--- src/rtl/temp_monitor_consts.vh ---
/*
 * constants for the temperature monitor sequencer: sensor indices,
 * data format, trim figures and monitoring phase times.
 * assumes a 25 MHz system clock; included by bare name.
 */
`ifndef TEMP_MONITOR_CONSTS_VH
`define TEMP_MONITOR_CONSTS_VH

// ----------------------------------------------------------------
// clock and phase timing
// ----------------------------------------------------------------
`define CLK_HZ 25000000
// local phase 15 ms, remote phase 44 ms with cancel off, 93 ms with it on
`define LOCAL_PHASE_US 15000
`define REMOTE_PHASE_US 44000
`define REMOTE_RC_PHASE_US 93000
// dual-remote cycle is exactly two single phases
`define TWO_REMOTE_US 88000
`define TWO_REMOTE_RC_US 186000

// ----------------------------------------------------------------
// data format
// ----------------------------------------------------------------
`define TEMP_W 12
`define TRIM_W 8
`define TRIM_RESET 8'h00
`define TEMP_RESET 12'h000
// ideality scaled by 2^16: 1.008 * 65536 = 66060.288
`define ETA_NOM_Q16 32'h0001_020C
`define ETA_DEN_BASE 10'h12C

// ----------------------------------------------------------------
// sensor indices
// ----------------------------------------------------------------
`define IDX_LOCAL 2'h0
`define IDX_REM1 2'h1
`define IDX_REM2 2'h2

`endif

--- src/rtl/temperature_monitor_sequencer.v ---
/*
 * background monitoring sequencer for one local and two remote diode
 * sensors. steps a secondary converter over the enabled sensors,
 * times each phase, captures results into per-sensor data registers
 * and restarts the cycle itself.
 * also holds the signed ideality trim and the effective ideality
 * that the remote calculation uses.
 * assumes conv_done/conv_result and host_xfer_busy come from logic on
 * clk; enable and trim bits are configuration levels on clk.
 * assumes the converter gives at most one result per started phase,
 * and that it delivers that result inside the phase window.
 * assumes host_xfer_busy stays high for the whole of any transfer
 * between a data register and the host shift register.
 */
`timescale 1ns/100ps
`include "temp_monitor_consts.vh"

module temperature_monitor_sequencer #(
    parameter LOCAL_CYCLES = (`LOCAL_PHASE_US / 1000) * (`CLK_HZ / 1000),
    parameter REMOTE_CYCLES = (`REMOTE_PHASE_US / 1000) * (`CLK_HZ / 1000),
    parameter REMOTE_RC_CYCLES = (`REMOTE_RC_PHASE_US / 1000) * (`CLK_HZ / 1000),
    parameter DUAL_CYCLES = ((`TWO_REMOTE_US - 2 * `REMOTE_PHASE_US) / 1000 + 0) * 0 + 1,
    parameter CNT_W = 23
) (
    input wire clk, // 25 MHz system clock
    input wire resetn, // synchronous reset, active low
    input wire ce, // clock enable, freezes all state when low
    input wire local_sensor_enable, // local sensor enable
    input wire remote_one_enable, // remote sensor one enable
    input wire remote_two_enable, // remote sensor two enable
    input wire series_resistance_cancel_on, // remote series-resistance cancel
    input wire trim_write, // strobe: load ideality trim
    input wire [`TRIM_W-1:0] trim_data, // signed trim code from host
    input wire host_xfer_busy, // data register to shift register busy
    input wire conv_done, // converter result valid pulse
    input wire [`TEMP_W-1:0] conv_result, // processed twos complement result
    output wire conv_start, // pulse: start conversion of conv_sel
    output reg [1:0] conv_sel, // sensor being converted
    output reg conv_cancel, // cancellation applied to this conversion
    output reg [`TRIM_W-1:0] ideality_trim, // current trim code
    output reg [31:0] eta_eff_q16, // effective ideality, 16 fraction bits
    output reg [`TEMP_W-1:0] local_sensor_data, // local sensor result
    output reg [`TEMP_W-1:0] remote_sensor_one_data, // remote one result
    output reg [`TEMP_W-1:0] remote_sensor_two_data, // remote two result
    output wire monitor_busy, // a monitoring cycle is running
    output reg cycle_done // pulse: a cycle finished
);

    // ----------------------------------------------------------------
    // states
    // ----------------------------------------------------------------
    localparam [3:0] ST_IDLE = 4'h1;
    localparam [3:0] ST_START = 4'h2;
    localparam [3:0] ST_WAIT = 4'h4;
    localparam [3:0] ST_NEXT = 4'h8;

    // one phase per enabled sensor:
    //   IDLE  waits for any enable, picks the first enabled sensor
    //   START pulses conv_start, loads the phase timer
    //   WAIT  counts the phase down, takes at most one result
    //   NEXT  moves to the next enabled sensor or ends the cycle
    // the cycle time is the sum of the phase counts plus a START and a NEXT
    // edge per phase and one IDLE edge, so the table of
    // cycle lengths follows from the three phase counts alone

    reg [3:0] state;
    reg [CNT_W-1:0] phase_cnt;
    reg [2:0] pend_valid;
    reg [`TEMP_W-1:0] pend_data [0:2];
    reg got_result;
    wire [2:0] enables;
    wire new_result; // a result counted in this cycle
    wire [2:0] slot_hit; // that result belongs to this sensor slot
    wire [31:0] eta_num; // ideality numerator, 16 fraction bits
    wire [31:0] eta_den; // 300 minus the signed trim
    integer i;
    genvar k;

    assign enables = {remote_two_enable, remote_one_enable, local_sensor_enable};

    // first enabled sensor at or after a start index, 2'h3 when none
    function [1:0] pick_sensor;
        input [2:0] en;
        input [1:0] from;
        begin
            pick_sensor = 2'h3;
            if (from <= `IDX_REM2 && en[2])
                pick_sensor = `IDX_REM2;
            if (from <= `IDX_REM1 && en[1])
                pick_sensor = `IDX_REM1;
            if (from == `IDX_LOCAL && en[0])
                pick_sensor = `IDX_LOCAL;
        end
    endfunction

    // phase length for one sensor under the cancel setting
    function [CNT_W-1:0] phase_len;
        input [1:0] sel;
        input rc;
        begin
            if (sel == `IDX_LOCAL)
                phase_len = LOCAL_CYCLES[CNT_W-1:0];
            else if (rc)
                phase_len = REMOTE_RC_CYCLES[CNT_W-1:0];
            else
                phase_len = REMOTE_CYCLES[CNT_W-1:0];
        end
    endfunction

    // sensor index code of a slot number
    function [1:0] slot_code;
        input integer n;
        begin
            slot_code = n[1:0];
        end
    endfunction

    // ----------------------------------------------------------------
    // sequencer
    // ----------------------------------------------------------------
    assign conv_start = (state == ST_START);
    assign monitor_busy = (state != ST_IDLE);

    // walks enabled sensors, times each phase, then wraps around
    always @(posedge clk) begin
        if (!resetn) begin
            state <= ST_IDLE;
            conv_sel <= `IDX_LOCAL;
            conv_cancel <= 1'b0;
            phase_cnt <= {CNT_W{1'b0}};
            got_result <= 1'b0;
            cycle_done <= 1'b0;
        end else if (ce) begin
            cycle_done <= 1'b0;
            case (state)
                ST_IDLE: begin
                    // idle while no sensor is enabled
                    if (pick_sensor(enables, `IDX_LOCAL) != 2'h3) begin
                        conv_sel <= pick_sensor(enables, `IDX_LOCAL);
                        state <= ST_START;
                    end
                end
                ST_START: begin
                    // cancellation only on remote channels with bit set
                    conv_cancel <= series_resistance_cancel_on && (conv_sel != `IDX_LOCAL);
                    phase_cnt <= phase_len(conv_sel, series_resistance_cancel_on);
                    got_result <= 1'b0;
                    state <= ST_WAIT;
                end
                ST_WAIT: begin
                    if (conv_done)
                        got_result <= 1'b1;
                    if (phase_cnt <= {{(CNT_W-1){1'b0}}, 1'b1})
                        state <= ST_NEXT;
                    else
                        phase_cnt <= phase_cnt - {{(CNT_W-1){1'b0}}, 1'b1};
                end
                ST_NEXT: begin
                    // advance to next enabled sensor, skip disabled
                    if (conv_sel != `IDX_REM2 &&
                        pick_sensor(enables, conv_sel + 2'h1) != 2'h3) begin
                        conv_sel <= pick_sensor(enables, conv_sel + 2'h1);
                        state <= ST_START;
                    end else begin
                        // cycle over: restart without host action
                        cycle_done <= 1'b1;
                        state <= ST_IDLE;
                    end
                end
                default: state <= ST_IDLE;
            endcase
        end
    end

    // ----------------------------------------------------------------
    // result capture and data registers
    // ----------------------------------------------------------------
    // a result counts only inside the timed window of its own phase and
    // only once per phase; a stray pulse would land in the wrong register
    assign new_result = (state == ST_WAIT) && conv_done && !got_result;

    // per-slot decode of the sensor that the result belongs to
    generate
        for (k = 0; k < 3; k = k + 1) begin : g_slot
            assign slot_hit[k] = new_result && (conv_sel == slot_code(k));
        end
    endgenerate

    // with no host transfer a fresh result goes straight to its register;
    // during a transfer it parks in its slot (newest wins) and moves over
    // on the first free edge, so a read never sees a half-updated value
    always @(posedge clk) begin
        if (!resetn) begin
            pend_valid <= 3'h0;
            for (i = 0; i < 3; i = i + 1)
                pend_data[i] <= `TEMP_RESET;
            local_sensor_data <= `TEMP_RESET;
            remote_sensor_one_data <= `TEMP_RESET;
            remote_sensor_two_data <= `TEMP_RESET;
        end else if (ce) begin
            if (!host_xfer_busy) begin
                // commit parked results first
                if (pend_valid[`IDX_LOCAL])
                    local_sensor_data <= pend_data[`IDX_LOCAL];
                if (pend_valid[`IDX_REM1])
                    remote_sensor_one_data <= pend_data[`IDX_REM1];
                if (pend_valid[`IDX_REM2])
                    remote_sensor_two_data <= pend_data[`IDX_REM2];
                // a fresh result is newer than a parked one and wins
                // twelve-bit twos complement at 0.125 degree
                if (slot_hit[`IDX_LOCAL])
                    local_sensor_data <= conv_result;
                if (slot_hit[`IDX_REM1])
                    remote_sensor_one_data <= conv_result;
                if (slot_hit[`IDX_REM2])
                    remote_sensor_two_data <= conv_result;
                pend_valid <= 3'h0;
            end else if (new_result) begin
                // transfer running: registers hold, result parks
                pend_data[conv_sel] <= conv_result;
                pend_valid[conv_sel] <= 1'b1;
            end
        end
    end

    // ----------------------------------------------------------------
    // ideality trim
    // ----------------------------------------------------------------
    // signed byte trim, zero at reset
    always @(posedge clk) begin
        if (!resetn)
            ideality_trim <= `TRIM_RESET;
        else if (ce && trim_write)
            ideality_trim <= trim_data;
    end

    // numerator and denominator of the ideality correction; the trim is
    // sign-extended so a negative code widens the denominator. the
    // denominator spans 173 to 428, so it can never reach zero
    assign eta_num = `ETA_NOM_Q16 * {22'h0, `ETA_DEN_BASE};
    assign eta_den = {22'h0, `ETA_DEN_BASE} - {{24{ideality_trim[7]}}, ideality_trim};

    // eta = 1.008*300/(300-trim) in 16 fraction bits
    // registered one edge after the trim so the divider has a full cycle
    always @(posedge clk) begin
        if (!resetn)
            eta_eff_q16 <= `ETA_NOM_Q16;
        else if (ce)
            eta_eff_q16 <= eta_num / eta_den;
    end

endmodule // temperature_monitor_sequencer

--- config.mk ---
export PLATFORM = sky130hd
export DESIGN_NAME = temperature_monitor_sequencer
export DESIGN_NICKNAME = d
export VERILOG_FILES = /design/src/rtl/temperature_monitor_sequencer.v
export VERILOG_INCLUDE_DIRS = /design/src /design/src/rtl
export SDC_FILE = /design/constraint.sdc
export NUM_CORES = 1
export LEC_CHECK = 0
export ABC_AREA = 1
export ABC_CLOCK_PERIOD_IN_PS = 54000
export BUFFER_PORTS_ARGS = -buffer_cell sky130_fd_sc_hd__buf_2
export CORE_MARGIN = 2
export CORE_UTILIZATION = 35
export CTS_BUF_LIST = sky130_fd_sc_hd__clkbuf_2 sky130_fd_sc_hd__clkbuf_4 sky130_fd_sc_hd__clkbuf_8
export CTS_CLUSTER_DIAMETER = 150
export CTS_CLUSTER_SIZE = 28
export DETAILED_ROUTE_END_ITERATION = 8
export REMOVE_ABC_BUFFERS = 1
export SYNTH_ARGS = -nofsm -noshare
export SYNTH_HDL_FRONTEND = slang
export SYNTH_SLANG_ARGS = --single-unit
--- constraint.sdc ---
create_clock -name clk -period 54 [get_ports clk]
set_input_delay 8.1 -clock clk [delete_from_list [all_inputs] [get_ports clk]]
set_output_delay 8.1 -clock clk [all_outputs]
set_load 0.01 [all_outputs]
-- After elaboration in Yosys (flattened, before gate mapping)
Memories as Yosys holds them, arrays and structs flattened.
Index checks and enable logic that the tools add are counted.
- register bits after elaboration: 111
- bits in latches: 0
- bits in writable memories: 36
- bits in read-only memories: 0
- input bits: 30
- output and inout bits: 82
- memories: 1
- add/sub/neg operators: 3
- multipliers: 0
- divide/modulo/power cells: 1
- magnitude comparators: 5
- equality and inequality tests: 16
- shift-type cells: 0
- mux-type cells: 46
- bitwise logic cells: 2
- reduce and logical (&&, ||, !) cells: 31
- memory list (memory ; words ; width ; read ports ; clocked after memory_dff ; wr ports ; line ; source):
    pend_data ; 3 ; 12 ; 3 ; 0 ; 3 ; temperature_monitor_sequencer.v:69 ; reg [`TEMP_W-1:0] pend_data [0:2];
- operators by type and width (cell ; count):
    $mux W12 ; 7
    $pmux W23 S2 ; 1
    $mux W22 ; 2
    $div A25 B32 Y32 const A ; 1
    $mux W2 ; 14
    $le A23 B1 Y1 const B ; 1
    $mux W23 ; 1
    $sub A23 B1 Y23 const B ; 1
    $reduce_and A3 Y1 ; 6
    $ne A2 B2 Y1 const B ; 8
    $pmux W4 S4 ; 1
    $mux W1 ; 13
    $logic_and A1 B1 Y1 ; 12
    $reduce_bool A2 Y1 ; 6
    $reduce_or A12 Y1 ; 1
    $sub A10 B8 Y11 const A ; 1
    $mux W4 ; 2
    $mux W3 ; 2
    $eq A4 B1 Y1 const B ; 1
    $eq A4 B2 Y1 const B ; 1
    $eq A4 B3 Y1 const B ; 1
    $eq A4 B4 Y1 const B ; 1
    $logic_not A2 Y1 ; 2
    $ne A4 B1 Y1 const B ; 1
    other kinds (16) ; 17

-- Longest topological paths before layout
- depth after elaboration: 13
- mapped depth: 356
- gate-level depth less buffers: 326

-- Least setup slack after synthesis
No wires, ideal clock.
- path kind: register to register
- from: register ideality_trim[0]
- to: register eta_eff_q16[0]
- library setup time: 0.109 ns
- arrival time: 46.235 ns
- data required time: 53.891 ns
- setup slack: 7.656 ns
- cell stages (with the launch flop): 329
- clock period less this slack: 46.344 ns
- cells stage by stage: dfxtp_1 > buf_6 > inv_2 > clkbuf_8 > buf_6 > buf_6 > ha_1 > xnor2_1 > ha_1 > nand2_1 > inv_2 > nand2_1 > nand2_1 > nand2_1 > nand2_1 > nand2_1 > nand2_1 > nand2_1 > [... 293 more ...] > nor2_1 > inv_1 > nand4_1 > nand2_1 > nor2_2 > nand3_2 > clkbuf_1 > o21ai_0 > inv_1 > ha_1 > a21oi_1 > nor2_1 > a211oi_1 > nand2_1 > nand2_1 > nand3_1 > nand2_1 > inv_1
- cells in the longest elaborated chain, start to end: 2
- RTL lines (what ; line ; source):
    start, declared ; temperature_monitor_sequencer.v:40 ; output reg [`TRIM_W-1:0] ideality_trim,
    start signal, assigned ; temperature_monitor_sequencer.v:232 ; ideality_trim <= `TRIM_RESET;
    start signal, assigned ; temperature_monitor_sequencer.v:234 ; ideality_trim <= trim_data;
    $sub A10 B8 Y11 ; temperature_monitor_sequencer.v:241 ; assign eta_den = {22'h0, `ETA_DEN_BASE} - {{24{ideality_trim[7]}}, ideality_trim};
    $div A25 B32 Y32 ; temperature_monitor_sequencer.v:249 ; eta_eff_q16 <= eta_num / eta_den;
    end signal, assigned ; temperature_monitor_sequencer.v:247 ; eta_eff_q16 <= `ETA_NOM_Q16;
    end signal, assigned ; temperature_monitor_sequencer.v:249 ;
    end, declared ; temperature_monitor_sequencer.v:41 ; output reg [31:0] eta_eff_q16,
No other way between the ends.
A chain may end at the register's enable or synchronous reset.

-- Worst setup path after layout
- from: register ideality_trim[1]
- to: register eta_eff_q16[0]
Same word-level chain as after synthesis.

==> results <==
- For this configuration, the core starts out at a cell density of between 30% and 40%.
- The routed length on met1 is 50.5 mm.
- The global placement routability congestion is 0.940.
- The clock passes through at most 2 buffers.
- In the final layout, the multi-input gates occupy around 25000 um^2.
- Summing the sequential cell areas from Yosys gives 10.3% of the chip area.
- The net count reported at finish is 5778.
- Setup repair after global routing left no endpoint under its margin.
- Measured against its own limit, the worst slew margin works out to between 30% and 40%.
- In this design, the stage delay of the slowest critical-path cell is between 500 and 600 ps.
- Cells with a size suffix above 1 make up 15.1% of the layout.
- The commonest cells after synthesis are nand2_1, inv_1, nor2_1, nand3_1, o21ai_0.
- The detailed-router iteration count before antenna repair is 6.
- Routed signal wires occupy layers up through met4.
- At the placement stage, the worst setup path has a slack of ~160 ps.
- Detailed routing placed a total of about 47 mm of wire on met2.
- The count of cell types in the netlist is 75.
- The routed wire length is 106 mm.
- The final worst-path setup slack is approximately 5200 ps.
- The cell at the root of the clock tree is clkbuf_8.
- The first global-routing pass estimated 167 mm of wire.
- At the pin with the least slew margin, the transition time is 1030 ps.
- The H-tree generated during clock tree synthesis spans 4 levels.
- The count of routing violations after the opening detailed-route iteration is 2582.
- Summed over all nets, wire length on met3 after detailed routing comes to around 5.9 mm.
- Yosys mapped a number of flops with a built-in enable equal to 36.
- The via count of the first global-routing pass is approximately 32k.
- In the routed design, unresolved DRC markers number 0.
- The core region is about 91000 um^2.
- The fraction of registers with async set/reset is 0%.
- The mean instance size in the synthesized netlist is slightly below 6 um^2.
- The largest total area in the synthesized netlist belongs to nand2_1.
- During synthesis, Yosys emitted a total of 0 warnings.
- Setup violations remaining at the end of the flow were counted as 0.
- For the worst setup path, the data arrival time is roughly 49000 ps.
- The share of the synthesized area in the top cell type is between 10% and 20%.
- The number of inserted filler cells in the final layout is slightly below 10k.
- The count of endpoints failing hold in the final timing report came to 0.
- The row count is between 100 and 150.
- After layout, the worst path uses about nine tenths of the clock period.
- The count of pins on the block boundary is about 110.
- The number of clock sinks seen by CTS is between 100 and 150.
- TritonCTS created 17 clock buffers.
- The worst setup path is captured at a flop.
- In this run the remaining antenna-violating nets after routing total 0.
- The count of inserted antenna diode cells is 0.
- By startpoint and endpoint, the worst setup path is classified as flop to flop.
- The number of antenna violations at the first check in global routing is 1.
- In the synthesized netlist the dominant register cell turns out to be dfxtp_1.
- The clock period minus final worst setup slack is 48780 ps.
- In the post-synthesis netlist, the cell with the most instances is nand2_1.
- The cell family contributing the most delay on the critical path is simple AND/OR/NAND/NOR gates.
- The setup skew after layout is 61.2 ps.
- The count of port buffers added during placement is approximately 110.
- The most numerous cell on the critical path is nand2_1.
- After detailed routing, the number of vias per cell comes to about 5.2.
- The synthesized instance count is ~5.5k.
- The classification of the worst-slack hold path is flop to flop.
- The aggregate global routing overflow is 0.
- The detailed placement HPWL is between 80 and 90 mm.
- The number of synthesized register bits is 147.
- TritonCTS built the clock tree.
- The overall via count from detail_route is around 35k.
- Entering global routing, the biggest net connects 61 pins.
- The layout overhead on the synthesized area is 6.98%.
- The maximum fanout along the worst path is 25.
- The register area is 3310 um^2.
- The run finished with clean final reports.
- The total global routing track utilization is between 20% and 30%.
- Among all stages on the critical path, the largest delay is contributed by dfxtp_4.
- Across the run, the number of max-cap violations was 0.
- The data required time at the worst endpoint is between 50000 and 60000 ps.
- Across all hold checks on the routed design, the worst slack comes to between 400 and 500 ps.
- The fmax is between 20 and 25 MHz.
- The routed length per instance is around 16 um.
- The clock insertion delay at the later pin of the skew report is 560 ps.
- The total die area is roughly 94000 um^2.
- The number of slew-limit violations in the final report is 0.
- From left edge to right edge, the die measures 307 um.
- The hold buffer count at CTS is 0.
- Setup total negative slack on the finished layout was measured at 0 ps.
- STA classifies the critical path startpoint as a flop.
- Sorting the synthesized cells by area gives the leading types as nand2_1, ha_1, inv_1, dfxtp_1, nor2_1.
- The cell area that synthesis handed to floorplanning was 32100 um^2.
- The floorplan step set the die height to just over 300 um.
- The clock transition at the registers of the reported paths is between 100 and 150 ps.
- The number of buffers and inverters on the critical path is 39.
[metal layers]
layer,track usage [%],vias to the layer above
met5,0,-
met4,5.24,0
met3,2.16,143
met2,35.5,969
met1,30.5,15900
li1,-,18000
[path summary, 6_finish.rpt]
path / from / endpoint / depth (start not counted) / slack (ps)
hold / removal: eta_eff_q16[29] / eta_eff_q16[29] / 2 / 440
setup reg to reg: ideality_trim[1] / eta_eff_q16[0] / 302 / 5220
setup / recovery: ideality_trim[1] / eta_eff_q16[0] / 302 / 5220
hold reg to reg: eta_eff_q16[29] / eta_eff_q16[29] / 2 / 440
[repair_timing]
action | CTS | global route
resized for setup | 0 | 56
setup endpoints to repair | 0 | 3
buffers inserted | 0 | 28
[logic make-up after synthesis]
group | share of synthesized area [%]
AOI/OAI and AO/OA | 14.2
xor gates and xnor gates | 5.97
adders and majority gates | 8.34
buffers and inverters | 11.9
DFF | 10.3
other | 0.0117
and+or+nand+nor | 49.3
[cells in the final DEF (no fill, tap or decap), types with 54 or more instances in the layout]
cell,n
a21oi_1,251
xor2_1,121
ha_1,212
nand2_2,162
nor2_2,73
nand2_1,1463
xnor2_1,92
nand3_1,414
inv_1,646
nand2_4,74
inv_2,67
a31oi_1,60
nor2_1,572
nand3_2,76
nand4_1,130
dfxtp_1,109
o21ai_0,300
nor3_1,54
buf_2,110
[tightest hold or removal path, delay by kind of cell, from the launching register on]
kind | cells | cell delay [ps]
and+or+nand+nor | 2 | 90
DFF | 1 | 320
[state kept, by name, summed over array words and instances (netlist names)]
| register | flops |
|---|---|
| eta_eff_q16 | 32 |
| conv_cancel | 1 |
| local_sensor_data | 12 |
| remote_sensor_one_data | 12 |
| phase_cnt | 23 |
| pend_valid | 3 |
| got_result | 1 |
| ideality_trim | 8 |
| remote_sensor_two_data | 12 |
| pend_data | 36 |
| state | 4 |
| cycle_done | 1 |
| conv_sel | 2 |
[per-stage QoR]
step	area [um^2]	util, %	cells
4_1_cts	33900	37.2	6698
6_report	34400	37.7	6733
2_1_floorplan	31200	-	5348
5_1_grt	34400	37.7	6733
3_3_place_gp	33500	36.7	6666
3_5_place_dp	33500	36.7	6666
[layout make-up]
type / instances / area share [%]
clock inverters: 15 / 0.528
clock buffers: 17 / 0.681
repair inverters: 1 / 0.0146
repair buffers: 160 / 2.75
multi-input cells: 4453 / 73.6
flip-flops and latches: 147 / 9.64
well taps: 1186 / 4.32
inverters: 754 / 8.50
Power is not shown: default switching activity piles up to over one toggle a cycle in this logic, so the estimate is an artifact.
